### config.mk
export PLATFORM = sky130hd
export DESIGN_NAME = ocf_framer
export DESIGN_NICKNAME = d
export VERILOG_FILES = /design/src/ocf_pkg.sv /design/src/ocf_framer.sv
export VERILOG_INCLUDE_DIRS = /design/src
export SDC_FILE = /design/constraint.sdc
export NUM_CORES = 1
export LEC_CHECK = 0
export BUFFER_PORTS_ARGS = -buffer_cell sky130_fd_sc_hd__clkbuf_2
export CORE_UTILIZATION = 57
export CTS_CLUSTER_DIAMETER = 150
export DETAILED_ROUTE_END_ITERATION = 12
export PLACE_DENSITY = 0.76
export SLEW_MARGIN = 20
export SYNTH_ARGS = -nofsm -noshare
export SYNTH_HDL_FRONTEND = slang
export SYNTH_SLANG_ARGS = --single-unit
### constraint.sdc
create_clock -name clk -period 4.1 [get_ports clk]
set_clock_uncertainty 0.05 [all_clocks]
set_input_delay 0.205 -clock clk [delete_from_list [all_inputs] [get_ports clk]]
set_output_delay 0.205 -clock clk [all_outputs]
set_load 0.02 [all_outputs]
### src/ocf_defines.svh
// constants of the operations channel framer: octet codes, lengths, addresses, check sequence
// assumes inclusion by the framer file only
`ifndef OCF_DEFINES_SVH
`define OCF_DEFINES_SVH

// --------------------------------------------------------------------------
// octet codes
// --------------------------------------------------------------------------
`define OCF_FLAG 8'h7e
`define OCF_ESC 8'h7d
`define OCF_ESC_XOR 8'h20
`define OCF_ESC_FLAG 8'h5e
`define OCF_ESC_ESC 8'h5d
`define OCF_ID_PROBE 8'h01
`define OCF_ID_DRSP 8'h81

// --------------------------------------------------------------------------
// frame lengths and flag run
// --------------------------------------------------------------------------
`define OCF_MAX_LEN 7'h4b
`define OCF_MIN_LEN 7'h04
`define OCF_MAX_BODY 7'h49
`define OCF_PRE_FLAGS 3'h5
`define OCF_FIFO_DEPTH 8

// --------------------------------------------------------------------------
// unit addresses
// --------------------------------------------------------------------------
`define OCF_ADDR_ADJ 4'h0
`define OCF_ADDR_LTU 4'h1
`define OCF_ADDR_OFS 4'h2
`define OCF_ADDR_BCAST 4'hf

// --------------------------------------------------------------------------
// 16-bit check sequence, reflected form
// --------------------------------------------------------------------------
`define OCF_CRC_INIT 16'hffff
`define OCF_CRC_POLY 16'h8408
`define OCF_CRC_GOOD 16'hf0b8

`endif

### src/ocf_pkg.sv
// types of the operations channel framer
// assumes the defines header is on the include path
package ocf_pkg;
  // addressing state of one side of the repeater
  typedef enum logic [1:0] {OCF_OFFLINE, OCF_DISC_READY, OCF_ONLINE} ocf_sm_e;
  // transmit octet scheduler
  typedef enum logic [1:0] {OCF_TX_FLAG, OCF_TX_DATA, OCF_TX_FCS1, OCF_TX_FCS2} ocf_tx_e;
endpackage

### src/ocf_framer.sv
// operations channel octet framer, deframer and repeater addressing logic
// assumes bit strobes, sync loss levels and the forward stream come from logic on clk

`include "ocf_defines.svh"

// --------------------------------------------------------------------------
// word fifo
// --------------------------------------------------------------------------
module ocf_fifo #(
  parameter int W = 9,
  parameter int D = `OCF_FIFO_DEPTH
) (
  input wire logic clk,
  input wire logic nrst,
  input wire logic [W-1:0] in_data,
  input wire logic in_valid,
  output logic in_ready,
  output logic [W-1:0] out_data,
  output logic out_valid,
  input wire logic out_ready
);
  localparam int AW = $clog2(D);
  logic [W-1:0] mem [D];
  logic [AW-1:0] wr_reg;
  logic [AW-1:0] rd_reg;
  logic [AW:0] cnt_reg;
  wire push = in_valid & in_ready;
  wire pop = out_valid & out_ready;
  wire [AW-1:0] wr_next = (wr_reg == AW'(D - 1)) ? '0 : wr_reg + 1'b1;
  wire [AW-1:0] rd_next = (rd_reg == AW'(D - 1)) ? '0 : rd_reg + 1'b1;

  // honest flags from the occupancy count
  assign in_ready = (cnt_reg != (AW + 1)'(D));
  assign out_valid = (cnt_reg != '0);
  assign out_data = mem[rd_reg];

  // storage
  always_ff @(posedge clk)
  begin
    if (push)
    begin
      mem[wr_reg] <= in_data;
    end
  end

  // pointers and count
  always_ff @(posedge clk)
  begin
    if (!nrst)
    begin
      wr_reg <= '0;
      rd_reg <= '0;
      cnt_reg <= '0;
    end
    else
    begin
      if (push) wr_reg <= wr_next;
      if (pop) rd_reg <= rd_next;
      cnt_reg <= cnt_reg + (AW + 1)'(push) - (AW + 1)'(pop);
    end
  end
endmodule

// Functional notes
// - offline side goes discovery-ready once its sync word loss clears
// - sync word loss in ready or online clears address and returns offline
// - probe in ready: hop plus one, address hop plus three, notify, respond, online
// - probe while online repeats hop, address, notify and response, staying online
// - online broadcast frames are processed and also handed on for forwarding
// - online frames to own address or zero are processed, not forwarded
// - frames for other units are handed to customer side for forwarding
// - forwarded frames go out when idle in ready, when available online
// - channel uses twenty bits per line frame, five octets per frame pair
// - octets start at bit one of first pair frame, sent lsb first
// - receive octet alignment found by hunting the flag octet in the bits
// - numeric fields go most significant octet first, lsb first per octet
// - text fields fixed length, first character first, ignored after null
// - channel is an octet stream and messages are whole octets
// - first octet: destination in low nibble, source in high nibble
// - address, message id, one message, then two check octets
// - at least one flag between frames, idle filled with flags
// - at least five flags precede each probe frame
// - frame at most 75 octets without flags or stuffing
// - transmit replaces flag and escape payload octets by escape pairs
// - receive restores escape pairs to flag and escape octets
// - escape followed by any other octet aborts the received frame
// - standard 16-bit check over unstuffed content, sent reversed bit order
// - frames failing the check are dropped entirely
// - address f is broadcast only, 0 adjacent, 1 line end, 2 network end
// - a second independent addressing machine serves the customer side
module ocf_framer (
  input wire logic clk,
  input wire logic nrst,
  input wire logic sync_word_loss,
  input wire logic cust_sync_word_loss,
  input wire logic rx_bit,
  input wire logic rx_bit_en,
  input wire logic tx_bit_en,
  input wire logic tx_frame_start,
  output logic tx_bit,
  input wire logic [7:0] fwd_data,
  input wire logic fwd_last,
  input wire logic fwd_valid,
  output logic fwd_ready,
  input wire logic cust_probe,
  input wire logic [7:0] cust_hop,
  output logic rx_valid,
  output logic [7:0] rx_data,
  output logic rx_first,
  output logic rx_last,
  output logic rx_process,
  output logic rx_forward,
  output logic rx_disc,
  output ocf_pkg::ocf_sm_e net_state,
  output ocf_pkg::ocf_sm_e cust_state,
  output logic [3:0] net_addr,
  output logic [3:0] cust_addr
);
  // 16-bit check update over one octet, lsb first
  function automatic logic [15:0] crc_upd(input logic [15:0] c, input logic [7:0] b);
    logic [15:0] r;
    r = c ^ {8'h00, b};
    for (int i = 0; i < 8; i++)
    begin
      r = r[0] ? ((r >> 1) ^ `OCF_CRC_POLY) : (r >> 1);
    end
    return r;
  endfunction

  // --------------------------------------------------------------------------
  // addressing machines, index 0 network side, index 1 customer side
  // --------------------------------------------------------------------------
  ocf_pkg::ocf_sm_e sm_state_reg [2];
  logic [3:0] sm_addr_reg [2];
  logic [7:0] sm_hop_reg [2];
  logic sm_loss [2];
  logic sm_probe [2];
  logic [7:0] sm_hop_in [2];
  logic net_probe;
  logic [7:0] rx_mem [75];

  assign sm_loss[0] = sync_word_loss;
  assign sm_loss[1] = cust_sync_word_loss;
  assign sm_probe[0] = net_probe;
  assign sm_probe[1] = cust_probe;
  assign sm_hop_in[0] = rx_mem[2];
  assign sm_hop_in[1] = cust_hop;

  for (genvar s = 0; s < 2; s++)
  begin : g_sm
    wire [7:0] hop_inc = sm_hop_in[s] + 8'h01;
    // loss wins over a probe in the same cycle
    always_ff @(posedge clk)
    begin
      if (!nrst)
      begin
        sm_state_reg[s] <= ocf_pkg::OCF_OFFLINE;
        sm_addr_reg[s] <= `OCF_ADDR_ADJ;
        sm_hop_reg[s] <= 8'h00;
      end
      else
      begin
        case (sm_state_reg[s])
          ocf_pkg::OCF_OFFLINE:
          begin
            if (!sm_loss[s]) sm_state_reg[s] <= ocf_pkg::OCF_DISC_READY;
          end
          ocf_pkg::OCF_DISC_READY, ocf_pkg::OCF_ONLINE:
          begin
            if (sm_loss[s])
            begin
              sm_addr_reg[s] <= `OCF_ADDR_ADJ;
              sm_state_reg[s] <= ocf_pkg::OCF_OFFLINE;
            end
            else if (sm_probe[s])
            begin
              sm_hop_reg[s] <= hop_inc;
              sm_addr_reg[s] <= hop_inc[3:0] + `OCF_ADDR_OFS;
              sm_state_reg[s] <= ocf_pkg::OCF_ONLINE;
            end
          end
          default: sm_state_reg[s] <= ocf_pkg::OCF_OFFLINE;
        endcase
      end
    end
  end

  assign net_state = sm_state_reg[0];
  assign cust_state = sm_state_reg[1];
  assign net_addr = sm_addr_reg[0];
  assign cust_addr = sm_addr_reg[1];

  // --------------------------------------------------------------------------
  // receive: flag hunt, octet assembly, unstuffing, check
  // --------------------------------------------------------------------------
  logic [7:0] rx_sh_reg;
  logic [2:0] rx_bitcnt_reg;
  logic rx_locked_reg;
  logic [6:0] rx_len_reg;
  logic rx_esc_reg;
  logic rx_abort_reg;
  logic [15:0] rx_crc_reg;
  wire [7:0] rx_sh_next = {rx_bit, rx_sh_reg[7:1]}; // lsb arrives first
  wire rx_oct_v = rx_bit_en & rx_locked_reg & (rx_bitcnt_reg == 3'h7) & !sync_word_loss;
  wire rx_is_flag = (rx_sh_next == `OCF_FLAG);
  wire rx_pair_ok = (rx_sh_next == `OCF_ESC_FLAG) | (rx_sh_next == `OCF_ESC_ESC);
  wire rx_store = rx_oct_v & !rx_is_flag & !rx_abort_reg
    & (rx_esc_reg ? rx_pair_ok : (rx_sh_next != `OCF_ESC));
  wire [7:0] rx_store_b = rx_esc_reg ? (rx_sh_next ^ `OCF_ESC_XOR) : rx_sh_next;
  wire rx_end = rx_oct_v & rx_is_flag & ((rx_len_reg != 7'h00) | rx_esc_reg);
  wire rx_good = rx_end & !rx_abort_reg & !rx_esc_reg & (rx_len_reg >= `OCF_MIN_LEN)
    & (rx_len_reg <= `OCF_MAX_LEN) & (rx_crc_reg == `OCF_CRC_GOOD);
  wire rx_idle = (rx_len_reg == 7'h00) & !rx_esc_reg;

  // bit shifter and flag hunt
  always_ff @(posedge clk)
  begin
    if (!nrst)
    begin
      rx_sh_reg <= 8'h00;
      rx_bitcnt_reg <= 3'h0;
      rx_locked_reg <= 1'b0;
    end
    else if (sync_word_loss)
    begin
      rx_locked_reg <= 1'b0;
    end
    else if (rx_bit_en)
    begin
      rx_sh_reg <= rx_sh_next;
      rx_bitcnt_reg <= rx_locked_reg ? rx_bitcnt_reg + 3'h1 : 3'h0;
      if (!rx_locked_reg && rx_is_flag) rx_locked_reg <= 1'b1;
    end
  end

  // frame accumulation, escape handling and running check
  always_ff @(posedge clk)
  begin
    if (!nrst || sync_word_loss || (rx_oct_v && rx_is_flag))
    begin
      rx_len_reg <= 7'h00;
      rx_esc_reg <= 1'b0;
      rx_abort_reg <= 1'b0;
      rx_crc_reg <= `OCF_CRC_INIT;
    end
    else if (rx_oct_v && !rx_abort_reg)
    begin
      rx_esc_reg <= !rx_esc_reg && (rx_sh_next == `OCF_ESC);
      if (rx_esc_reg && !rx_pair_ok) rx_abort_reg <= 1'b1;
      if (rx_store)
      begin
        if (rx_len_reg <= `OCF_MAX_LEN) rx_len_reg <= rx_len_reg + 7'h01;
        rx_crc_reg <= crc_upd(rx_crc_reg, rx_store_b);
      end
    end
  end

  // frame store, oversize content is not kept
  always_ff @(posedge clk)
  begin
    if (rx_store && rx_len_reg < `OCF_MAX_LEN) rx_mem[rx_len_reg] <= rx_store_b;
  end

  // --------------------------------------------------------------------------
  // network side routing of a good frame
  // --------------------------------------------------------------------------
  wire [3:0] r_dest = rx_mem[0][3:0];
  wire r_probe = (rx_mem[1] == `OCF_ID_PROBE);
  wire r_online = (net_state == ocf_pkg::OCF_ONLINE);
  wire r_ready = (net_state == ocf_pkg::OCF_DISC_READY);
  wire r_bcast = (r_dest == `OCF_ADDR_BCAST);
  wire r_mine = (r_dest == net_addr) | (r_dest == `OCF_ADDR_ADJ);
  wire r_disc = rx_good & r_probe & (r_online | r_ready);
  wire r_proc = rx_good & !r_probe & r_online & (r_bcast | r_mine);
  wire r_fwd = rx_good & !r_probe
    & ((r_online & (r_bcast | !r_mine)) | (r_ready & (r_dest != net_addr)));
  assign net_probe = r_disc & !sync_word_loss;

  // playout of the stored frame, check octets stripped
  logic pl_active_reg;
  logic [6:0] pl_idx_reg;
  logic [6:0] pl_cnt_reg;
  wire pl_last = (pl_idx_reg == pl_cnt_reg - 7'h01);
  wire [7:0] pl_byte = (rx_disc && pl_idx_reg == 7'h02) ? sm_hop_reg[0] : rx_mem[pl_idx_reg];

  always_ff @(posedge clk)
  begin
    if (!nrst)
    begin
      pl_active_reg <= 1'b0;
      pl_idx_reg <= 7'h00;
      pl_cnt_reg <= 7'h00;
      {rx_valid, rx_first, rx_last, rx_process, rx_forward, rx_disc} <= 6'h00;
      rx_data <= 8'h00;
    end
    else if (!pl_active_reg)
    begin
      rx_valid <= 1'b0;
      if (net_probe | r_proc | r_fwd)
      begin
        pl_active_reg <= 1'b1;
        pl_idx_reg <= 7'h00;
        pl_cnt_reg <= rx_len_reg - 7'h02;
        rx_process <= r_proc;
        rx_forward <= r_fwd;
        rx_disc <= net_probe;
      end
    end
    else
    begin
      rx_valid <= 1'b1;
      rx_data <= pl_byte; // hop replaced by the incremented count on discovery
      rx_first <= (pl_idx_reg == 7'h00);
      rx_last <= pl_last;
      pl_idx_reg <= pl_idx_reg + 7'h01;
      if (pl_last) pl_active_reg <= 1'b0;
    end
  end

  // --------------------------------------------------------------------------
  // transmit: forward fifo, response generator, octet scheduler, stuffing
  // --------------------------------------------------------------------------
  logic [8:0] fifo_out;
  logic fifo_vld;
  logic fifo_rd;
  ocf_pkg::ocf_tx_e tx_st_reg;
  logic tx_locked_reg;
  logic [2:0] tx_bitcnt_reg;
  logic [7:0] tx_sh_reg;
  logic [2:0] tx_flags_reg;
  logic tx_esc_reg;
  logic [7:0] tx_escb_reg;
  logic [15:0] tx_crc_reg;
  logic [6:0] tx_cnt_reg;
  logic tx_rsp_reg;
  logic [1:0] rsp_idx_reg;
  logic rsp_pend_reg;

  ocf_fifo #(.W(9), .D(`OCF_FIFO_DEPTH)) u_fifo (
    .clk(clk),
    .nrst(nrst),
    .in_data({fwd_last, fwd_data}),
    .in_valid(fwd_valid),
    .in_ready(fwd_ready),
    .out_data(fifo_out),
    .out_valid(fifo_vld),
    .out_ready(fifo_rd)
  );

  // octet boundaries follow the line frame pair, first octet at bit one
  wire tx_load = tx_bit_en & (tx_bitcnt_reg == 3'h0) & (tx_locked_reg | tx_frame_start);
  wire [7:0] rsp_byte = (rsp_idx_reg == 2'h0) ? {net_addr, `OCF_ADDR_LTU}
    : (rsp_idx_reg == 2'h1) ? `OCF_ID_DRSP : sm_hop_reg[0];
  wire [7:0] src_byte = tx_rsp_reg ? rsp_byte : fifo_out[7:0];
  wire src_last = tx_rsp_reg ? (rsp_idx_reg == 2'h2) : fifo_out[8];
  wire src_have = tx_rsp_reg | fifo_vld;
  wire tx_may_fwd = fifo_vld & (r_online | (r_ready & rx_idle));
  wire tx_start_ok = rsp_pend_reg | tx_may_fwd;
  wire [7:0] tx_raw = (tx_st_reg == ocf_pkg::OCF_TX_FCS1) ? ~tx_crc_reg[7:0]
    : (tx_st_reg == ocf_pkg::OCF_TX_FCS2) ? ~tx_crc_reg[15:8] : src_byte;
  wire tx_in_frame = (tx_st_reg != ocf_pkg::OCF_TX_FLAG);
  wire tx_need_esc = tx_in_frame & ((tx_raw == `OCF_FLAG) | (tx_raw == `OCF_ESC));
  wire tx_abort = (tx_st_reg == ocf_pkg::OCF_TX_DATA) & !src_have;
  wire tx_take = tx_load & !tx_esc_reg & (tx_st_reg == ocf_pkg::OCF_TX_DATA) & src_have;
  wire tx_body_end = src_last | (tx_cnt_reg == `OCF_MAX_BODY - 7'h01);
  wire [7:0] tx_oct = tx_esc_reg ? (tx_escb_reg ^ `OCF_ESC_XOR)
    : !tx_in_frame ? `OCF_FLAG : (tx_abort | tx_need_esc) ? `OCF_ESC : tx_raw;
  wire tx_go = tx_load & !tx_esc_reg & !tx_in_frame
    & (tx_flags_reg >= `OCF_PRE_FLAGS - 3'h1) & tx_start_ok;

  // offline side drops queued forwards
  assign fifo_rd = (tx_take & !tx_rsp_reg) | (net_state == ocf_pkg::OCF_OFFLINE);

  // bit serializer, lsb first
  always_ff @(posedge clk)
  begin
    if (!nrst)
    begin
      tx_locked_reg <= 1'b0;
      tx_bitcnt_reg <= 3'h0;
      tx_sh_reg <= 8'hff;
      tx_bit <= 1'b1;
    end
    else if (tx_load)
    begin
      tx_locked_reg <= 1'b1;
      tx_sh_reg <= tx_oct;
      tx_bit <= tx_oct[0];
      tx_bitcnt_reg <= 3'h1;
    end
    else if (tx_bit_en && tx_locked_reg)
    begin
      tx_bit <= tx_sh_reg[tx_bitcnt_reg];
      tx_bitcnt_reg <= tx_bitcnt_reg + 3'h1;
    end
  end

  // pending discovery response, a new probe wins over the clear
  always_ff @(posedge clk)
  begin
    if (!nrst)
    begin
      rsp_pend_reg <= 1'b0;
    end
    else
    begin
      rsp_pend_reg <= net_probe | (rsp_pend_reg & !tx_go);
    end
  end

  // octet scheduler
  always_ff @(posedge clk)
  begin
    if (!nrst)
    begin
      tx_st_reg <= ocf_pkg::OCF_TX_FLAG;
      tx_flags_reg <= 3'h0;
      tx_esc_reg <= 1'b0;
      tx_escb_reg <= 8'h00;
      tx_crc_reg <= `OCF_CRC_INIT;
      tx_cnt_reg <= 7'h00;
      tx_rsp_reg <= 1'b0;
      rsp_idx_reg <= 2'h0;
    end
    else if (tx_load && tx_esc_reg)
    begin
      tx_esc_reg <= 1'b0;
    end
    else if (tx_load)
    begin
      tx_esc_reg <= tx_need_esc & !tx_abort;
      tx_escb_reg <= tx_raw;
      case (tx_st_reg)
        ocf_pkg::OCF_TX_FLAG:
        begin
          if (tx_flags_reg != 3'h7) tx_flags_reg <= tx_flags_reg + 3'h1;
          if (tx_go)
          begin
            tx_st_reg <= ocf_pkg::OCF_TX_DATA;
            tx_crc_reg <= `OCF_CRC_INIT;
            tx_cnt_reg <= 7'h00;
            tx_rsp_reg <= rsp_pend_reg;
            rsp_idx_reg <= 2'h0;
          end
        end
        ocf_pkg::OCF_TX_DATA:
        begin
          if (!src_have)
          begin
            tx_st_reg <= ocf_pkg::OCF_TX_FLAG; // underrun: escape then flag aborts
            tx_flags_reg <= 3'h0;
          end
          else
          begin
            tx_crc_reg <= crc_upd(tx_crc_reg, tx_raw);
            tx_cnt_reg <= tx_cnt_reg + 7'h01;
            rsp_idx_reg <= rsp_idx_reg + 2'h1;
            if (tx_body_end) tx_st_reg <= ocf_pkg::OCF_TX_FCS1;
          end
        end
        ocf_pkg::OCF_TX_FCS1: tx_st_reg <= ocf_pkg::OCF_TX_FCS2;
        default:
        begin
          tx_st_reg <= ocf_pkg::OCF_TX_FLAG;
          tx_flags_reg <= 3'h0;
        end
      endcase
    end
  end

  // --------------------------------------------------------------------------
  // checks
  // --------------------------------------------------------------------------
  a_ready_on_clear: assert property (@(posedge clk) disable iff (!nrst)
    net_state == ocf_pkg::OCF_OFFLINE && !sync_word_loss |=> net_state == ocf_pkg::OCF_DISC_READY)
    else $error("offline side did not become discovery ready");
  a_loss_offline: assert property (@(posedge clk) disable iff (!nrst)
    net_state != ocf_pkg::OCF_OFFLINE && sync_word_loss
    |=> net_state == ocf_pkg::OCF_OFFLINE && net_addr == 4'h0)
    else $error("sync loss did not clear address");
  a_probe_addr: assert property (@(posedge clk) disable iff (!nrst)
    net_probe |=> net_state == ocf_pkg::OCF_ONLINE
    && net_addr == 4'($past(rx_mem[2]) + 8'h03) && rsp_pend_reg)
    else $error("probe did not set address and response");
  a_bcast_both: assert property (@(posedge clk) disable iff (!nrst)
    rx_good && r_online && r_bcast && !r_probe && !pl_active_reg
    |=> rx_process && rx_forward ##1 rx_valid && rx_first)
    else $error("broadcast not processed and forwarded");
  a_rx_lock: assert property (@(posedge clk) disable iff (!nrst)
    !sync_word_loss && rx_bit_en && !rx_locked_reg && rx_is_flag |=> rx_locked_reg)
    else $error("flag did not lock octet alignment");
  a_flag_run: assert property (@(posedge clk) disable iff (!nrst)
    tx_st_reg == ocf_pkg::OCF_TX_DATA && $past(tx_st_reg) == ocf_pkg::OCF_TX_FLAG
    |-> $past(tx_flags_reg) >= 3'h4)
    else $error("frame started after too few flags");
  a_stuff_pair: assert property (@(posedge clk) disable iff (!nrst)
    tx_load && !tx_esc_reg && tx_need_esc && !tx_abort
    |=> tx_sh_reg == `OCF_ESC && tx_esc_reg && tx_escb_reg == $past(tx_raw))
    else $error("payload octet not replaced by escape pair");
  a_bad_drop: assert property (@(posedge clk) disable iff (!nrst)
    rx_end && !rx_good && !pl_active_reg |=> !pl_active_reg ##1 !rx_valid)
    else $error("bad frame was passed on");
  a_abort_esc: assert property (@(posedge clk) disable iff (!nrst)
    rx_oct_v && rx_esc_reg && !rx_pair_ok && !rx_is_flag && !rx_abort_reg |=> rx_abort_reg)
    else $error("bad escape pair did not abort");
endmodule

# [Word level (Yosys, flattened, before mapping)]
# Memories as Yosys holds them, arrays and structs flattened. A register that Yosys moved wholly into a read port is not among the register bits.
# Index checks and enable logic that the tools add are counted.
[totals] reg_bits=130 latch_bits=0 mem_bits_rw=700 mem_bits_ro=0 inputBits=27 out_inout_bits=28 elab_cells=366 memories=5
[op_classes] add_sub_neg=17 multipliers=0 div_mod_pow=0 magnitude_cmp=5 eq_ne=34 shifts=0 muxes=114 bitwise_logic=99 n_reduce_logical=58
[memory_table] name="rx_mem" words=75 word_bits=8 rd=4 rd_ports_with_merged_regs=1 wr=1 line_no="ocf_framer.sv:140" rtl="logic [7:0] rx_mem [75];"
[memory_table] name="u_fifo.mem" words=8 word_bits=9 rd=1 rd_ports_with_merged_regs=1 wr=1 line_no="ocf_framer.sv:23" rtl="logic [W-1:0] mem [D];"
[memory_table] name="sm_hop_reg" words=2 word_bits=8 rd=1 rd_ports_with_merged_regs=0 wr=2 line_no="ocf_framer.sv:135" rtl="logic [7:0] sm_hop_reg [2];"
[memory_table] name="sm_addr_reg" words=2 word_bits=4 rd=2 rd_ports_with_merged_regs=0 wr=2 line_no="ocf_framer.sv:134" rtl="logic [3:0] sm_addr_reg [2];"
[memory_table] name="sm_state_reg" words=2 word_bits=2 rd=2 rd_ports_with_merged_regs=0 wr=2 line_no="ocf_framer.sv:133" rtl="ocf_pkg::ocf_sm_e sm_state_reg [2];"
[ops] op="16-bit two-way mux" n=18
[ops] op="8-bit two-way mux" n=11
[ops] op="8-bit by 7-bit equality test with 1-bit output (second input constant)" n=6
[ops] op="1-bit two-way mux" n=48
[ops] op="2-bit NOT with 3-bit output" n=16
[ops] op="7-bit two-way mux" n=6
[ops] op="1-bit AND" n=40
[ops] op="1-bit OR" n=32
[ops] op="16-bit one-hot mux with 2 select lines" n=1
[ops] op="16-bit by 8-bit bitwise XOR with 16-bit output" n=2
[ops] op="2-bit two-way mux" n=13
[ops] op="7-bit by 1-bit adder with 7-bit output (second input constant)" n=3
[ops] op="3-bit two-way mux" n=7
[ops] op="8-bit by 1-bit adder with 8-bit output (second input constant)" n=2
[ops] op="16-bit equality test (second input constant)" n=1
[ops] op="4-bit two-way mux" n=4
[ops] op="8-bit NOT" n=2
[ops] op="3-bit by 1-bit adder with 3-bit output (second input constant)" n=5
[ops] op="1-bit zero test" n=15
[ops] op="7-bit zero test" n=2
[ops] op="7-bit one-hot mux with 2 select lines" n=1
[ops] op="2-bit AND reduction" n=6
[ops] op="2-bit equality test (second input constant)" n=5
[ops] op="5-bit AND reduction" n=2
[ops] op="42 further kinds" n=79

# [Depth between registers and ports, before layout]
[logic_depth] depth_word=25 depth_mapped=15 mapped_depth_nobuf=14

# [Modules after synthesis]
# Synthesis repeated with hierarchy kept, for this count alone.
[unflattened] hier_cells=2181 hier_area_um2=34972.3
[by_module_without_submodules] module="ocf_framer" n_inst=1 cells_each=2000 area_each_um2=31496.5 seq_area_each_um2=21380.5
[by_module_without_submodules] module="ocf_fifo" n_inst=1 cells_each=181 area_each_um2=3475.8 seq_area_each_um2=2422.3

# [Least setup slack after synthesis]
# OpenSTA, ideal clock, no wires.
[synth_timing] path_kind="register -> register" startpoint="register rx_sh_reg[2]" endpoint="memory rx_mem[4][0], enable pin" setup_time_ns=0.395 arrival_time_ns=3.399 required_ns=3.655 path_slack_ns=0.256 stages_incl_launch_ff=8 n_path_buf=3 period_less_slack_ns=3.844 path_cell_list="dfxtp_1 clkbuf_1 xor2_1 and4b_1 o21ai_0 clkbuf_1 clkbuf_1 nor4_1"
[synth_between] elab_chain_len=8 elab_cells_between_ends=13 classes_between="eq/ne (4); mux (3); bitwise (4); reduce/logical (2)"
[synth_rtl] element="start, declared" line_no="ocf_framer.sv:196" rtl="logic [7:0] rx_sh_reg;"
[synth_rtl] element="start signal, assigned" line_no="ocf_framer.sv:230" rtl="rx_sh_reg <= rx_sh_next;"
[synth_rtl] element="8-bit by 7-bit equality test with 1-bit output (no line)"
[synth_rtl] element="1-bit zero test" line_no="ocf_framer.sv:207" rtl="wire rx_store = rx_oct_v & !rx_is_flag & !rx_abort_reg"
[synth_rtl] element="1-bit AND (2 in series)" line_no="ocf_framer.sv:207"
[synth_rtl] element="1-bit AND (*)" line_no="ocf_framer.sv:207"
[synth_rtl] element="1-bit logical AND (no line) (*)"
[synth_rtl] element="1-bit two-way mux (*)" line_no="ocf_framer.sv:261" rtl="if (rx_store && rx_len_reg < `OCF_MAX_LEN) rx_mem[rx_len_reg] <= rx_store_b;"
[synth_rtl] element="1-bit two-way mux (implied by the code) (*)" line_no="ocf_framer.sv:261"
[synth_rtl] element="end, declared" line_no="ocf_framer.sv:140"
# Mark *: on every way between the ends. The rest lies on a longest branch, timed or not.

==> run_results.csv <==
group,metric,value,unit
synth,mappedNetlistArea,34800,sq um
routing,drtIter0Drc,2170,
clocking,cts_made_buffers,85,
clocking,clk_latency,0.64,ns
setup_path,critical_path.max_fanout,61,
synth,synth_top_area_share,60.4,%
place,dpl.hpwl,48400,um
clocking,cts_max_level,3,
clocking,cts_resized,0,
timing,rsz0062_at_grt,"false",
clocking,clock-sinks,839,
power_and_ir_drop,power.density,465,nW/um^2
setup_path,max_stage_delay,0.68,ns
setup_path,critical_path_class,"flip-flop to flip-flop",
clocking,ctsRootBufferMaster,"clkbuf_16",
synth,synth_top_area_cell,"edfxtp_1",
die,dieWidth,249,um
global_route,first_global_vias,19698,
routing,antenna_left,0,
synth,ys_ff_latch,839,
clocking,clockBufferDepth,3,
place,port_buffers,50,
timing,period_minus_slack,3.49,ns
timing,fin_crit_sh,85.2,%
setup_path,crit_slowest_cell,"a2111oi_0",
setup_path,end_kind,"flip-flop",
synth,ys_warn_count,0,
timing,timing.setup.tns,0,ns
cells_and_area,nets,2297,
die,num_rows,90,
timing,fmax,0.286,GHz
setup_path,cp_data_required_time,4.54,ns
timing,tightest_slew,1.05,ns
routing,first_pass_iters,5,
synth,ys_async_sr_fraction,0,%
synth,synthFlopType,"edfxtp_1",
cells_and_area,layout-drive-gt1-share,20.6,%
setup_path,startpoint_type,"flip-flop",
min_path,hp-class,"primary input to flip-flop",
global_route,grt-ovfl-total,0,
global_route,antenna_found_initial,2,
timing,finalHoldViolCount,0,
routing,wl_per_cell,26.3,um
outcome,outcome,"completed",
die,io_pins,55,
cells_and_area,layout_top_registers,"rx_mem (608), u_fifo.mem (72)",
routing,drt-total-wl,80900,um
cells_and_area,regMostFlops,"rx_mem",
setup_path,cpMostUsedCell,"mux4_2",
clocking,cts_tree,"yes",
routing,num_vias,19850,
setup_path,r2r_cells,7,
timing,slew_headroom,29.7,%
die,start_util,57.7,%
place,gp_congestion,0.896,
global_route,grt_max_degree,82,
routing,drc,0,
die,dieArea,62100,sq um
synth,synth.distinct_cells,79,
global_route,grt_pass1_wl,122000,um
setup_path,worstPathArrival,3.93,ns
synth,seq_area_frac_synth,68.4,%
power_and_ir_drop,ir_drop,0.363,mV
die,die_y,249,um
flow_run,drv_cap,0,
synth,avgSynthCellArea,16.5,sq um
timing,setup_viol,0,
place,place_inst,2904,
clocking,post_cts_buffers,0,
synth,synthTopCellsByArea,"edfxtp_1, mux4_2, dfxtp_1, nor2_1, ha_1",
routing,viasPerCell,6.44,
die,core-area,60400,sq um
cells_and_area,largest_reg_flops,608,
cells_and_area,area_growth,12.2,%
timing,slew_viol_final,0,
setup_path,crit_chain,"buf_12 -> mux4_2 -> mux4_2 -> mux2i_1 -> nor3_1 -> a2111oi_0 -> nor2_1",
clocking,hold_buffers,18,
synth,synth_edf_count,700,
synth,synth_cells,2116,
clocking,clkTransAtPathRegs,0.06,ns
min_path,min_path_cells,4,
power_and_ir_drop,leakage,12.6,nW
global_route,track_usage,26.4,%
cells_and_area,fill_cells,3971,
cells_and_area,fin_cells,3081,
## critical path, delay by kind of cell, from the launching register on
family	cells	cell delay (ns)
flip-flops	1	0.61
multiplexers	3	1.30
AO/OA/AOI/OAI	1	0.68
buffers and inverters	1	0.45
AND/OR/NAND/NOR	2	0.17
## final timing paths
path / startpoint / endpoint / slack, ns
max: flip-flop / rx_data[1]$_SDFFE_PN0P_ / 0.61
min: cust_hop[3] / sm_addr_reg[1][3]$_SDFFCE_PN0P_ / 0.02
max reg2reg: flip-flop / rx_data[1]$_SDFFE_PN0P_ / 0.61
min reg2reg: rx_bitcnt_reg[2]$_SDFFE_PN0P_ / rx_bitcnt_reg[2]$_SDFFE_PN0P_ / 0.41
## cells in the mapped netlist, types with 5 or more instances
master and count:
or3_1 10, o221ai_1 12, o211ai_1 19, ha_1 42, dfxtp_1 139, nand4_1 19, nand2_1 126, a2111oi_0 5
or4_1 5, nor3b_1 8, nand3_1 47, mux2_2 9, nand3b_1 6, a31oi_1 9, and2_1 5, o22ai_1 7
xor2_1 50, mux2i_1 49, o21a_1 7, mux4_2 199, a22o_1 7, xnor2_1 39, inv_1 38, nor4_1 16
nor2_1 187, nand2b_1 12, clkbuf_1 63, o21ai_0 34, edfxtp_1 700, nor3_1 34, buf_1 14, nor2b_1 14
a21oi_1 68, buf_2 26, and3_1 9
## stage by stage
| stage | total power [mW] | hold slack [ns] | utilization [%] | cell area, sq um | worst slack [ns] |
|---|---|---|---|---|---|
| after floorplan | 10.4 | 0.254 | - | 34800 | 0.256 |
| after global placement | 10.7 | 0.392 | 59.9 | 36100 | 0.703 |
| after detailed placement | 10.8 | 0.402 | 59.9 | 36100 | 0.649 |
| after CTS | 18.2 | 0.00901 | 64.7 | 39000 | 0.549 |
| after global routing | 18.7 | 0.0472 | 64.7 | 39100 | 0.398 |
| final | 18.1 | 0.0184 | 64.7 | 39100 | 0.606 |
## cell type report
| type | count | area, sq um | share of cell area [%] |
|---|---|---|---|
| tap | 782 | 978 | 2.51 |
| inverter | 40 | 150 | 0.384 |
| clock inverter | 41 | 382 | 0.977 |
| multi-input combinational | 1134 | 10400 | 26.8 |
| clock buffer | 116 | 2340 | 5.98 |
| sequential | 839 | 23800 | 61.0 |
| timing repair buffer | 127 | 936 | 2.40 |
| antenna | 2 | 5.00 | 0.0128 |
## where the power goes
| group | switching, mW | internal [mW] |
|---|---|---|
| clock | 3.24 | 4.28 |
| combinational | 0.715 | 0.510 |
| sequential | 0.116 | 9.29 |
## per-layer routing
metal | GRT usage [%] | up-vias | wire length [um]
met1 | 36.7 | 10150 | 32100
met5 | 0 | - | 0
met3 | 4.44 | 152 | 6680
met4 | 10.1 | 0 | 2600
li1 | - | 8521 | -
met2 | 42.1 | 1027 | 39500
## placed cells by master, fill, tap and decap left out, drive strengths merged, types with 8 or more instances in the layout
master,netlist,final
edfxtp,700,700
mux4,199,199
nor2,187,187
clkbuf,63,166
dfxtp,139,139
nand2,126,126
a21oi,68,68
buf,47,59
xor2,50,50
mux2i,49,49
nand3,48,48
ha,42,42
inv,38,40
xnor2,39,39
nor3,36,36
o21ai,35,35
clkinv,2,33
o211ai,19,19
nand4,19,19
dlygate4sd3,0,18
nor4,16,16
nor2b,14,14
o221ai,13,13
nand2b,12,12
or3,11,11
a31oi,9,9
mux2,9,9
and3,9,9
nor3b,8,8
conb,1,8
## kinds of logic (layout without fill, tap and decap cells)
| group | after synthesis | count (layout) | synth area share, % |
|---|---|---|---|
| DFF | 839 | 839 | 68.4 |
| and+or+nand+nor | 525 | 525 | 7.16 |
| muxes | 257 | 257 | 14.6 |
| AOI/OAI and AO/OA | 210 | 210 | 4.14 |
| buffers and inverters | 150 | 324 | 1.83 |
| xor gates and xnor gates | 90 | 90 | 2.31 |
| adders and majority gates | 44 | 44 | 1.60 |
| other | 1 | 10 | 0.0108 |
(Power assumes the default switching activity.)
